`src/cfs_pkg.sv`:
```
// package: constants and types for the converter fault supervisor
package cfs_pkg;
	// ----------------------------------------
	// timebase
	// ----------------------------------------
	localparam int CLK_MHZ = 125;
	localparam int TICK_NS = 1000;
	localparam int TICK_CYC = TICK_NS * CLK_MHZ / 1000;
	// ----------------------------------------
	// times, in microseconds, and the overcurrent trip count
	// ----------------------------------------
	localparam int OC_WINDOW_US = 10;
	localparam int OC_INTERVAL_US = 50000;
	localparam int OC_LONG_DEB_US = 1300000;
	localparam int OC_SHORT_DEB_US = 150000;
	localparam int QUAL_FAST_US = 10;
	localparam int QUAL_SLOW_US = 100;
	localparam int QUAL_UV_US = 1000;
	localparam logic [2:0] OC_TRIP_LIMIT = 3'h7;
	// ----------------------------------------
	// second control register bits
	// ----------------------------------------
	localparam int CTL2_GUARD_OFF_BIT = 1;
	localparam int CTL2_DEB_SEL_BIT = 12;
	localparam int CTL2_W = 16;
	// ----------------------------------------
	// trip inputs from comparators
	// ----------------------------------------
	typedef struct packed {
		logic overcurrent_trip;
		logic input_ov;
		logic sys_ov_rel;
		logic sys_ov_clear;
		logic sys_abs_ov;
		logic sys_abs_clear;
		logic sys_uv;
		logic adp_ov_rel;
		logic adp_ov_clear;
		logic adp_uv;
		logic temp_hot;
		logic temp_cool;
	} cfs_trips_t;
	// ----------------------------------------
	// fault flags
	// ----------------------------------------
	typedef struct packed {
		logic oc_shutdown;
		logic input_ov;
		logic sys_ov;
		logic sys_abs_ov;
		logic sys_uv;
		logic adp_ov;
		logic adp_uv;
		logic over_temp;
	} cfs_faults_t;
endpackage

```
`src/cfs_qual.sv`:
```
// qualification timer: counts a held condition, restarts on dropout
`timescale 1ns/1ps
`default_nettype none
module cfs_qual #(
	parameter int TICKS = 10
) (
	input wire logic mclk,
	input wire logic srst,
	input wire logic tick,
	input wire logic cond,
	output logic done
);
	initial begin
		if (TICKS < 1) begin
			$error("cfs_qual: TICKS must be at least 1");
		end
	end
	localparam int CW = $clog2(TICKS + 2);
	localparam logic [CW-1:0] LIMIT = CW'(TICKS);
	logic [CW-1:0] cnt_q;
	wire at_limit = (cnt_q > LIMIT);
	// strictly longer than the time: one tick past the limit
	always_ff @(posedge mclk) begin
		if (srst || !cond) begin
			cnt_q <= '0;
		end else if (tick && !at_limit) begin
			cnt_q <= cnt_q + CW'(1);
		end
	end
	assign done = at_limit;
endmodule
`default_nettype wire

```
`src/cfs_top.sv`:
```
// converter fault supervisor: trip qualification, shutdown and retry
// ----------------------------------------
// ----------------------------------------
`timescale 1ns/1ps
`default_nettype none
module cfs_top #(
	parameter int OC_INTERVAL_US = cfs_pkg::OC_INTERVAL_US,
	parameter int OC_LONG_DEB_US = cfs_pkg::OC_LONG_DEB_US,
	parameter int OC_SHORT_DEB_US = cfs_pkg::OC_SHORT_DEB_US
) (
	input wire logic mclk,
	input wire logic srst,
	input wire cfs_pkg::cfs_trips_t trips,
	input wire logic [cfs_pkg::CTL2_W-1:0] second_control_register,
	input wire logic forward_good_in,
	input wire logic reverse_good_in,
	output logic switch_enable,
	output logic restart_req,
	output logic forward_power_good,
	output logic reverse_power_good,
	output cfs_pkg::cfs_faults_t faults
);
	initial begin
		if (OC_INTERVAL_US < cfs_pkg::OC_WINDOW_US || OC_SHORT_DEB_US < 1 || OC_LONG_DEB_US < 1) begin
			$error("cfs_top: time parameters too small");
		end
	end
	// ----------------------------------------
	// input synchronisers
	// ----------------------------------------
	localparam int NT = $bits(cfs_pkg::cfs_trips_t);
	logic [NT-1:0] sync1_q;
	logic [NT-1:0] sync2_q;
	always_ff @(posedge mclk) begin
		sync1_q <= srst ? '0 : trips;
		sync2_q <= srst ? '0 : sync1_q;
	end
	cfs_pkg::cfs_trips_t t;
	assign t = cfs_pkg::cfs_trips_t'(sync2_q);
	// ----------------------------------------
	// 1us timebase
	// ----------------------------------------
	localparam int TBW = $clog2(cfs_pkg::TICK_CYC);
	localparam logic [TBW-1:0] TB_LAST = TBW'(cfs_pkg::TICK_CYC - 1);
	logic [TBW-1:0] tb_q;
	wire tick = (tb_q == TB_LAST);
	always_ff @(posedge mclk) begin
		tb_q <= (srst || tick) ? '0 : tb_q + TBW'(1);
	end
	// ----------------------------------------
	// control bits
	// ----------------------------------------
	wire guard_off = second_control_register[cfs_pkg::CTL2_GUARD_OFF_BIT];
	wire deb_short = second_control_register[cfs_pkg::CTL2_DEB_SEL_BIT];
	// ----------------------------------------
	// overcurrent: windowed counting
	// ----------------------------------------
	localparam int WW = $clog2(cfs_pkg::OC_WINDOW_US + 1);
	localparam logic [WW-1:0] WIN_LAST = WW'(cfs_pkg::OC_WINDOW_US - 1);
	localparam int IW = $clog2(OC_INTERVAL_US + 1);
	localparam logic [IW-1:0] INT_LAST = IW'(OC_INTERVAL_US - 1);
	localparam int DW = $clog2(OC_LONG_DEB_US + OC_SHORT_DEB_US + 1);
	localparam logic [DW-1:0] DEB_LONG = DW'(OC_LONG_DEB_US);
	localparam logic [DW-1:0] DEB_SHORT = DW'(OC_SHORT_DEB_US);
	typedef enum logic [2:0] {
		CFS_OC_RUN = 3'h1,
		CFS_OC_DEB = 3'h2,
		CFS_OC_RESTART = 3'h4
	} cfs_oc_st_t;
	cfs_oc_st_t oc_q;
	cfs_oc_st_t oc_d;
	logic [WW-1:0] win_q;
	logic win_used_q;
	logic [IW-1:0] int_q;
	logic int_run_q;
	logic [2:0] cnt_q;
	logic [DW-1:0] deb_q;
	wire oc_active = !guard_off && (oc_q == CFS_OC_RUN);
	wire win_end = tick && (win_q == WIN_LAST);
	wire oc_count = oc_active && t.overcurrent_trip && !win_used_q;
	wire int_end = tick && (int_q == INT_LAST);
	wire [2:0] cnt_next = cnt_q + 3'h1;
	wire oc_trip_now = oc_count && (cnt_next == cfs_pkg::OC_TRIP_LIMIT);
	wire deb_done = tick && (deb_q == '0);
	always_comb begin
		oc_d = oc_q;
		unique case (oc_q)
			CFS_OC_RUN: begin
				if (oc_trip_now) begin
					oc_d = CFS_OC_DEB;
				end
			end
			CFS_OC_DEB: begin
				if (deb_done) begin
					oc_d = CFS_OC_RESTART;
				end
			end
			CFS_OC_RESTART: begin
				oc_d = CFS_OC_RUN;
			end
			default: begin
				oc_d = CFS_OC_RUN;
			end
		endcase
	end
	always_ff @(posedge mclk) begin
		if (srst) begin
			oc_q <= CFS_OC_RUN;
		end else begin
			oc_q <= oc_d;
		end
	end
	// window: at most one count per 10us window
	always_ff @(posedge mclk) begin
		if (srst) begin
			win_q <= '0;
			win_used_q <= 1'b0;
		end else begin
			win_q <= win_end ? '0 : (tick ? win_q + WW'(1) : win_q);
			win_used_q <= win_end ? 1'b0 : (win_used_q | oc_count);
		end
	end
	// interval opens at the first count and lasts 50ms
	always_ff @(posedge mclk) begin
		if (srst || !oc_active) begin
			int_q <= '0;
			int_run_q <= 1'b0;
			cnt_q <= 3'h0;
		end else if (int_run_q && int_end && !oc_count) begin
			int_q <= '0;
			int_run_q <= 1'b0;
			cnt_q <= 3'h0;
		end else begin
			if (oc_count) begin
				cnt_q <= cnt_next;
				int_run_q <= 1'b1;
			end
			if (int_run_q && tick) begin
				int_q <= int_end ? '0 : int_q + IW'(1);
			end
		end
	end
	// debounce length latched at the shutdown
	always_ff @(posedge mclk) begin
		if (srst) begin
			deb_q <= '0;
		end else if (oc_trip_now) begin
			deb_q <= deb_short ? DEB_SHORT : DEB_LONG;
		end else if (oc_q == CFS_OC_DEB && tick && deb_q != '0) begin
			deb_q <= deb_q - DW'(1);
		end
	end
	// ----------------------------------------
	// qualification timers
	// ----------------------------------------
	localparam int NQ = 12;
	localparam int QT [NQ] = '{
		cfs_pkg::QUAL_FAST_US, cfs_pkg::QUAL_SLOW_US,
		cfs_pkg::QUAL_SLOW_US, cfs_pkg::QUAL_SLOW_US,
		cfs_pkg::QUAL_FAST_US, cfs_pkg::QUAL_SLOW_US,
		cfs_pkg::QUAL_UV_US, cfs_pkg::QUAL_SLOW_US,
		cfs_pkg::QUAL_SLOW_US, cfs_pkg::QUAL_UV_US,
		cfs_pkg::QUAL_SLOW_US, 1
	};
	// set/clear conditions per fault, in timer order
	wire [NQ-1:0] qcond = {
		1'b0,
		t.temp_cool,
		t.adp_uv,
		t.adp_ov_clear,
		t.adp_ov_rel,
		t.sys_uv,
		t.sys_abs_clear,
		t.sys_abs_ov,
		t.sys_ov_clear,
		t.sys_ov_rel,
		!t.input_ov,
		t.input_ov
	};
	wire [NQ-1:0] qdone;
	genvar gi;
	generate
		for (gi = 0; gi < NQ; gi++) begin : g_qual
			cfs_qual #(.TICKS(QT[gi])) u_qual (
				.mclk(mclk),
				.srst(srst),
				.tick(tick),
				.cond(qcond[gi]),
				.done(qdone[gi])
			);
		end
	endgenerate
	// ----------------------------------------
	// fault flags
	// ----------------------------------------
	cfs_pkg::cfs_faults_t f_q;
	cfs_pkg::cfs_faults_t f_d;
	always_comb begin
		f_d = f_q;
		f_d.oc_shutdown = (oc_d != CFS_OC_RUN);
		if (qdone[0]) f_d.input_ov = 1'b1;
		else if (qdone[1]) f_d.input_ov = 1'b0;
		if (qdone[2]) f_d.sys_ov = 1'b1;
		else if (qdone[3]) f_d.sys_ov = 1'b0;
		if (qdone[4]) f_d.sys_abs_ov = 1'b1;
		else if (qdone[5]) f_d.sys_abs_ov = 1'b0;
		f_d.sys_uv = qdone[6];
		if (qdone[7]) f_d.adp_ov = 1'b1;
		else if (qdone[8]) f_d.adp_ov = 1'b0;
		f_d.adp_uv = qdone[9];
		if (t.temp_hot) f_d.over_temp = 1'b1;
		else if (qdone[10]) f_d.over_temp = 1'b0;
	end
	always_ff @(posedge mclk) begin
		f_q <= srst ? '0 : f_d;
	end
	// ----------------------------------------
	// outputs
	// ----------------------------------------
	// system undervoltage restart: pulse on the qualifying edge of sys_uv (adp_uv gives no restart)
	logic uv_prev_q;
	wire uv_rise = (qdone[6] && !uv_prev_q);
	wire stop = f_d.oc_shutdown | f_d.input_ov | f_d.sys_ov | f_d.sys_abs_ov
		| f_d.adp_ov | f_d.adp_uv | f_d.over_temp;
	always_ff @(posedge mclk) begin
		if (srst) begin
			uv_prev_q <= 1'b0;
			switch_enable <= 1'b0;
			restart_req <= 1'b0;
			forward_power_good <= 1'b0;
			reverse_power_good <= 1'b0;
			faults <= '0;
		end else begin
			uv_prev_q <= qdone[6];
			switch_enable <= !stop;
			restart_req <= (oc_d == CFS_OC_RESTART) | uv_rise;
			forward_power_good <= forward_good_in && !f_d.sys_ov && !f_d.sys_uv;
			reverse_power_good <= reverse_good_in && !f_d.adp_ov && !f_d.adp_uv;
			faults <= f_d;
		end
	end
endmodule
`default_nettype wire

```
`config.mk`:
```
export PLATFORM = sky130hd
export DESIGN_NAME = cfs_top
export DESIGN_NICKNAME = d
export VERILOG_FILES = /design/src/cfs_pkg.sv /design/src/cfs_qual.sv /design/src/cfs_top.sv
export SDC_FILE = /design/constraint.sdc
export NUM_CORES = 1
export LEC_CHECK = 0
export BUFFER_PORTS_ARGS = -buffer_cell sky130_fd_sc_hd__buf_2
export CAP_MARGIN = 5
export CORE_MARGIN = 2
export CORE_UTILIZATION = 30
export CTS_BUF_LIST = sky130_fd_sc_hd__clkbuf_2
export DETAILED_ROUTE_END_ITERATION = 8
export PLACE_DENSITY = 0.52
export RECOVER_POWER = 50
export SLEW_MARGIN = 5
export SYNTH_ARGS = -nofsm -noshare
export SYNTH_HDL_FRONTEND = slang
export SYNTH_HIERARCHICAL = 1
export SYNTH_SLANG_ARGS = --single-unit
```
`constraint.sdc`:
```
create_clock -name mclk -period 5.92 [get_ports mclk]
set_input_delay 0.296 -clock mclk [delete_from_list [all_inputs] [get_ports mclk]]
set_output_delay 0.296 -clock mclk [all_outputs]
set_load 0.005 [all_outputs]
```
==> run_results.csv, run 1 <==
group,metric,value,unit
timing,slew_headroom,-0.220,%
placement,place_area,0.00829,sq mm
floorplan,dieHeight,165,um
synthesis,yosys-top-cells-area,"dfxtp_1 (43%), ha_1 (5.0%), a21oi_1 (3.8%), nor2_1 (3.4%), nand2_1 (3.2%)",
cts,cts_sinks,169,
global_routing,grt_usage,12.0,%
run_status,violations,"capacitance limit, slew limit",
drt,drtIter0Drc,416,
cts,insertion_delay,0.74,ns
synthesis,synthTopCellsByCount,"dfxtp_1 (169), nor2_1 (71), nand2_1 (67)",
synthesis,synth_nets,941,
cts,root_buffer,"clkbuf_2",
synthesis,synthCells,878,
cts,ctsResizeCount,0,
timing,drv_slew,32,
synthesis,syn-cell-area,0.00780,sq mm
setup_path,r2r_start,"deb_q[4]",
floorplan,start_util,30.3,%
synthesis,yosys.cell_count.top_type,"dfxtp_1",
cts,cts_tree,"yes",
power,ir_worst_vdd,0.0896,mV
setup_path,worst_r2r_endpoint,"deb_q[5]",
power,p_seq_share,62.6,%
drt,viasPerCell,4.87,
setup_path,end_kind,"flop",
setup_path,worst_ep_arrival_time,4.10,ns
synthesis,avgSynthCellArea,8.89,sq um
power,combPwrFrac,3.1,%
synthesis,synthDominantCellAreaShare,43.4,%
floorplan,dieArea,0.0273,sq mm
timing,setup_viol,0,
cts,cts_setup_buffers,0,
placement,gp_congestion,0.754,
drt,drt_wl_total,16000,um
synthesis,synth_ff_type,"dfxtp_1",
synthesis,synth-seq-cells,169,
timing,max_clock_freq,0.288,GHz
power,p_per_area,213,mW/mm^2
min_path,min_path_cells,3,
cts,cts.path.max_buffers,2,
global_routing,grt_remaining_overflow,0,
flow_run,maxCapViolations,1,
synthesis,synth_edf_count,0,
drt,dr.pass1.iters,4,
setup_path,critPathLaunchType,"input port",
drt,vias,6229,
synthesis,synth_top_cell_by_area,"dfxtp_1",
floorplan,core_area,0.0258,sq mm
timing,rsz0062_at_grt,"false",
cts,clkTransAtPathRegs,0.23,ns
synthesis,yosysSeqAreaShare,43.4,%
finish,syn_to_final_growth,11.4,%
finish,final_cell_area,0.00870,sq mm
placement,place_hpwl,10700,um
global_routing,grt_pass1_vias,5667,
timing,worst_pin_slew,1.50,ns
power,p_clk_share,34.3,%
drt,ant_nets,0,
setup_path,rrSetupSlack,2.97,ns
power,p_switching,440,uW
timing,period_minus_slack,3.47,ns
floorplan,die_w,165,um
floorplan,boundaryPins,44,
global_routing,grt_max_degree,71,
cts,htree_levels,4,
min_path,min_path_type,"in2reg",
global_routing,antenna_found_initial,1,
synthesis,ys_warn_count,6,
timing,final.setup_skew,0.0441,ns
setup_path,path_max_fanout,34,
placement,io_buffer_count,29,
run_status,run_status,"finished with violations",
finish,nNetsFinal,994,
setup_path,crit_required,6.55,ns
power,p_leak,0.00297,uW
synthesis,async_flop_share,0,%
cts,cts_made_buffers,17,
timing,setup_tns,0,ns
finish,drive_gt1_share,10.4,%
min_path,min-delay-start,"trips[0]",
setup_path,rr_worst_depth,5,
timing,hold_viol,0,
power,p_int,1410,uW
power,swShare,23.8,%
floorplan,fp-row-count,59,
setup_path,crit_type,"in2reg",
drt,post-route-drc-count,0,
min_path,whs_endpoint,"sync1_q[0]",
drt,routedWlPerCell,12.5,um
synthesis,yosysUniqueCellTypes,69,
timing,min_period_over_period,58.7,%
global_routing,grt_pass1_wl,26700,um
-- cells by family after synthesis --
kind of cell | Yosys count | synth area share (%)
AO/OA/AOI/OAI | 199 | 17.3
XOR/XNOR | 33 | 3.70
adder cells (fa/ha/maj) | 31 | 4.97
buffers and inverters | 72 | 3.90
flip-flops | 169 | 43.4
multiplexers | 8 | 1.04
AND/OR/NAND/NOR | 366 | 25.8
-- per-stage QoR --
stage / power, uW / hold WS, ns / cells / util [%] / worst slack, ns
6_report: 1850 / 0.303 / 1280 / 33.8 / 2.45
3_3_place_gp: 1230 / 0.423 / 1226 / 32.2 / 2.92
2_1_floorplan: 1210 / 0.375 / 878 / - / 2.55
5_1_grt: 1940 / 0.226 / 1280 / 33.8 / 2.12
3_5_place_dp: 1230 / 0.424 / 1226 / 32.2 / 2.90
4_1_cts: 1890 / 0.217 / 1278 / 33.9 / 3.02
-- how the worst max path moves through the flow --
stage	end	start	cells past startpoint	slack (ns)
2_1_floorplan	g_qual[6].u_qual/cnt_q[7]	tb_q[0]	9	2.55
3_5_place_dp	deb_q[7]	second_control_register[1]	5	2.90
3_3_place_gp	deb_q[7]	second_control_register[1]	5	2.92
5_1_grt	int_q[13]	srst	6	2.12
4_1_cts	deb_q[11]	deb_q[4]	5	3.02
6_report	int_q[6]	srst	6	2.45
-- critical path, stage by stage --
cell and delay [ns]:
dlygate4sd3_1 0.52, clkbuf_1 1.09, clkbuf_1 1.16, inv_1 0.41
nand3_1 0.51, nor2_1 0.10
-- layer usage --
metal  global-route usage [%]  part of all wire [%]
met5                        0                     0
met3                     2.77                   2.8
met1                     15.6                    50
met2                     19.4                    46
met4                     4.43                   1.4
-- cell type report --
type	instances	area (sq um)
fillers	2692	17100
multi-input cells	637	4090
flip-flops and latches	169	3380
well taps	335	419
repair buffers	52	353
inverters	54	203
clock inverters	13	155
clock buffers	18	90.1
diodes	2	5.00
-- registers in the layout, summed over array words and instances (netlist names), 3 cells and up --
signal and flops:
cnt_q 3, deb_q 21, faults 7, g_qual.u_qual/cnt_q 77
int_q 16, oc_q 3, sync1_q 12, sync2_q 12
tb_q 7, win_q 4
-- timing repair --
item,4_1_cts,5_1_grt
endpoints found under the hold margin,39,0
hold buffers,21,0
setup endpoints to repair,0,0
-- cell usage in the layout, fill, tap and decap left out, types with 20 or more instances in the layout --
master           n
inv_1           54
o21ai_0         40
a21oi_1         62
ha_1            31
dfxtp_1        169
and3_1          20
dlygate4sd3_1   21
nand3_1         27
or3_1           25
nor2b_1         39
nand2b_1        20
nor2_1          72
nand2_1         67
-- power by group through the flow --
stage                     Sequential [uW]  Combinational, uW  Clock, uW
after floorplan                      1180               29.1          0
after global placement               1180               48.7          0
after CTS                            1160               59.3        671
after detailed placement             1180               48.4          0
after global routing                 1160               64.6        717
final                                1160               57.4        634
No activity file was read; power rests on OpenSTA's default activity.
==> inputs of run 2 (changes only) <==
PLACE_DENSITY = 0.54   (was 0.52)
clock period = 3 ns   (was 5.92 ns; I/O delays follow)
==> run_results.csv, run 2 (synthesis results as in run 1) <==
group,metric,value,unit
finish,final_cell_area,0.00874,sq mm
setup_path,worst_ep_arrival_time,3.33,ns
global_routing,grt_pass1_wl,26700,um
cts,cts.path.max_buffers,2,
drt,drtIter0Drc,364,
finish,top_regs,"g_qual.u_qual/cnt_q: 77 flops, deb_q: 21 flops, int_q: 16 flops",
floorplan,core_area,0.0258,sq mm
flow_run,maxCapViolations,0,
power,combPwrFrac,3.4,%
placement,gp_congestion,0.748,
floorplan,start_util,30.3,%
placement,place_area,0.00834,sq mm
finish,largest-register,"g_qual.u_qual/cnt_q",
setup_path,cp-startpoint,"deb_q[4]",
setup_path,worstPathBufferInverterCount,0,
setup_path,end_kind,"flop",
power,swShare,25.0,%
timing,setup_tns,0,ns
min_path,min_path_type,"in2reg",
power,p_switching,869,uW
setup_path,worstSetupEndpoint,"deb_q[6]",
setup_path,cpLargestDelayFamily,"simple AND/OR/NAND/NOR gates",
drt,vias,6190,
placement,pre_cts_ws,0.499,ns
cts,htree_levels,4,
run_status,run_status,"finished clean",
floorplan,dieHeight,165,um
setup_path,worst_r2r_endpoint,"deb_q[6]",
timing,max_clock_freq,0.377,GHz
timing,drv_slew,0,
finish,largest_reg_flops,77,
cts,cts_sinks,169,
cts,holdBufCountCts,24,
power,p_seq_share,65.7,%
setup_path,crit_path_max_incr_delay,0.64,ns
cts,cts_tree,"yes",
timing,slew_headroom,15.4,%
cts,ctsResizeCount,0,
drt,drt_wl_total,15900,um
timing,rsz0062_at_grt,"false",
power,p_per_area,398,mW/mm^2
finish,fillers,2692,
placement,io_buffer_count,29,
global_routing,antenna_found_initial,1,
placement,place_hpwl,10800,um
drt,dr.pass1.iters,5,
setup_path,rrSetupSlack,0.35,ns
drt,viasPerCell,4.81,
global_routing,grt_max_degree,35,
cts,clkTransAtPathRegs,0.27,ns
global_routing,grt_remaining_overflow,0,
cts,cts_made_buffers,17,
finish,post-route-util,33.9,%
setup_path,slowest_stage,"or4_1",
power,ir_worst_vdd,0.190,mV
timing,setup_viol,0,
global_routing,grt_usage,12.0,%
power,p_int,2610,uW
setup_path,crit_chain,"or4_1 -> or3_2 -> o211ai_2 -> o311ai_0 -> a31oi_1",
setup_path,r2r_start,"deb_q[4]",
floorplan,die_w,165,um
floorplan,dieArea,0.0273,sq mm
finish,syn_to_final_growth,11.9,%
setup_path,path_max_fanout,15,
placement,placed_cells,1233,
setup_path,rr_worst_depth,5,
finish,drive_gt1_share,11.1,%
timing,worst_pin_slew,1.27,ns
timing,setup_slack,0.346,ns
drt,post-route-drc-count,0,
finish,final_common_cell,"dfxtp_1",
timing,hold_viol,0,
timing,period_minus_slack,2.65,ns
finish,final_cell_count_no_fill,1288,
timing,min_period_over_period,88.5,%
cts,root_buffer,"clkbuf_2",
drt,ant_nets,0,
setup_path,crit_required,3.68,ns
cts,cts_setup_buffers,0,
power,p_clk_share,30.9,%
setup_path,critPathLaunchType,"flop",
cts,insertion_delay,0.73,ns
drt,routedWlPerCell,12.3,um
setup_path,crit_type,"reg2reg",
floorplan,fp-row-count,59,
global_routing,grt_pass1_vias,5700,
floorplan,boundaryPins,44,
finish,final_cell_mix,"dfxtp_1 (169), nor2_1 (71), nand2_1 (67)",
timing,final.setup_skew,0.0540,ns
finish,nNetsFinal,1004,
power,p_leak,0.00300,uW
setup_path,crit_cells,5,
## run 2: cell types whose count changed in the layout (fill, tap and decap cells not counted), sizes merged
cell / change
bufinv: -2
clkinvlp: +1
buf: +8
dlygate4sd3: +3
inv: +2
diode: -1
clkbuf: -2
clkinv: -1
## run 2: worst register-to-register path, stage by stage, from the launching register on
cell and delay, ns:
dfxtp_1 0.42, or4_1 0.64, or3_2 0.57, o211ai_2 0.56, o311ai_0 0.20, a31oi_1 0.21
## run 2: routing by layer
metal	vias up	track usage, %	wire length (um)
met3	6	2.90	425
met5	-	0	0
li1	3260	-	-
met2	55	19.2	7260
met4	0	2.85	44
met1	2869	16.3	8150
## run 2: worst min-delay path by stage
stage	depth (start not counted)	slack, ns	end	from
6_report	3	0.16	sync1_q[3]	trips[3]
3_5_place_dp	2	0.37	sync1_q[0]	trips[0]
2_1_floorplan	1	0.23	uv_prev_q	srst
3_3_place_gp	2	0.36	sync1_q[0]	trips[0]
5_1_grt	3	0.1	sync1_q[10]	trips[10]
4_1_cts	3	0.07	sync1_q[10]	trips[10]
## run 2: area by class of cell
type / instances / area [sq um] / area share [%]
timing repair buffer: 62 / 432 / 4.94
tap: 335 / 419 / 4.80
clock inverter: 13 / 106 / 1.22
multi-input combinational: 637 / 4110 / 47.0
sequential: 169 / 3380 / 38.7
inverter: 54 / 203 / 2.32
clock buffer: 17 / 85.1 / 0.974
antenna: 1 / 2.50 / 0.0286
## run 2: per-stage QoR
step	power [uW]	hold WS [ns]
2_1_floorplan	2380	0.229
3_3_place_gp	2430	0.364
3_5_place_dp	2430	0.366
4_1_cts	3550	0.0688
5_1_grt	3640	0.0971
6_report	3480	0.156
## run 2: power by group through the flow
stage / Combinational [uW] / Clock, uW / Sequential (uW)
floorplan: 57.4 / 0 / 2320
CTS: 123 / 1140 / 2290
finish: 118 / 1080 / 2280
global placement: 98.4 / 0 / 2330
detailed placement: 98.5 / 0 / 2330
global route: 133 / 1220 / 2290
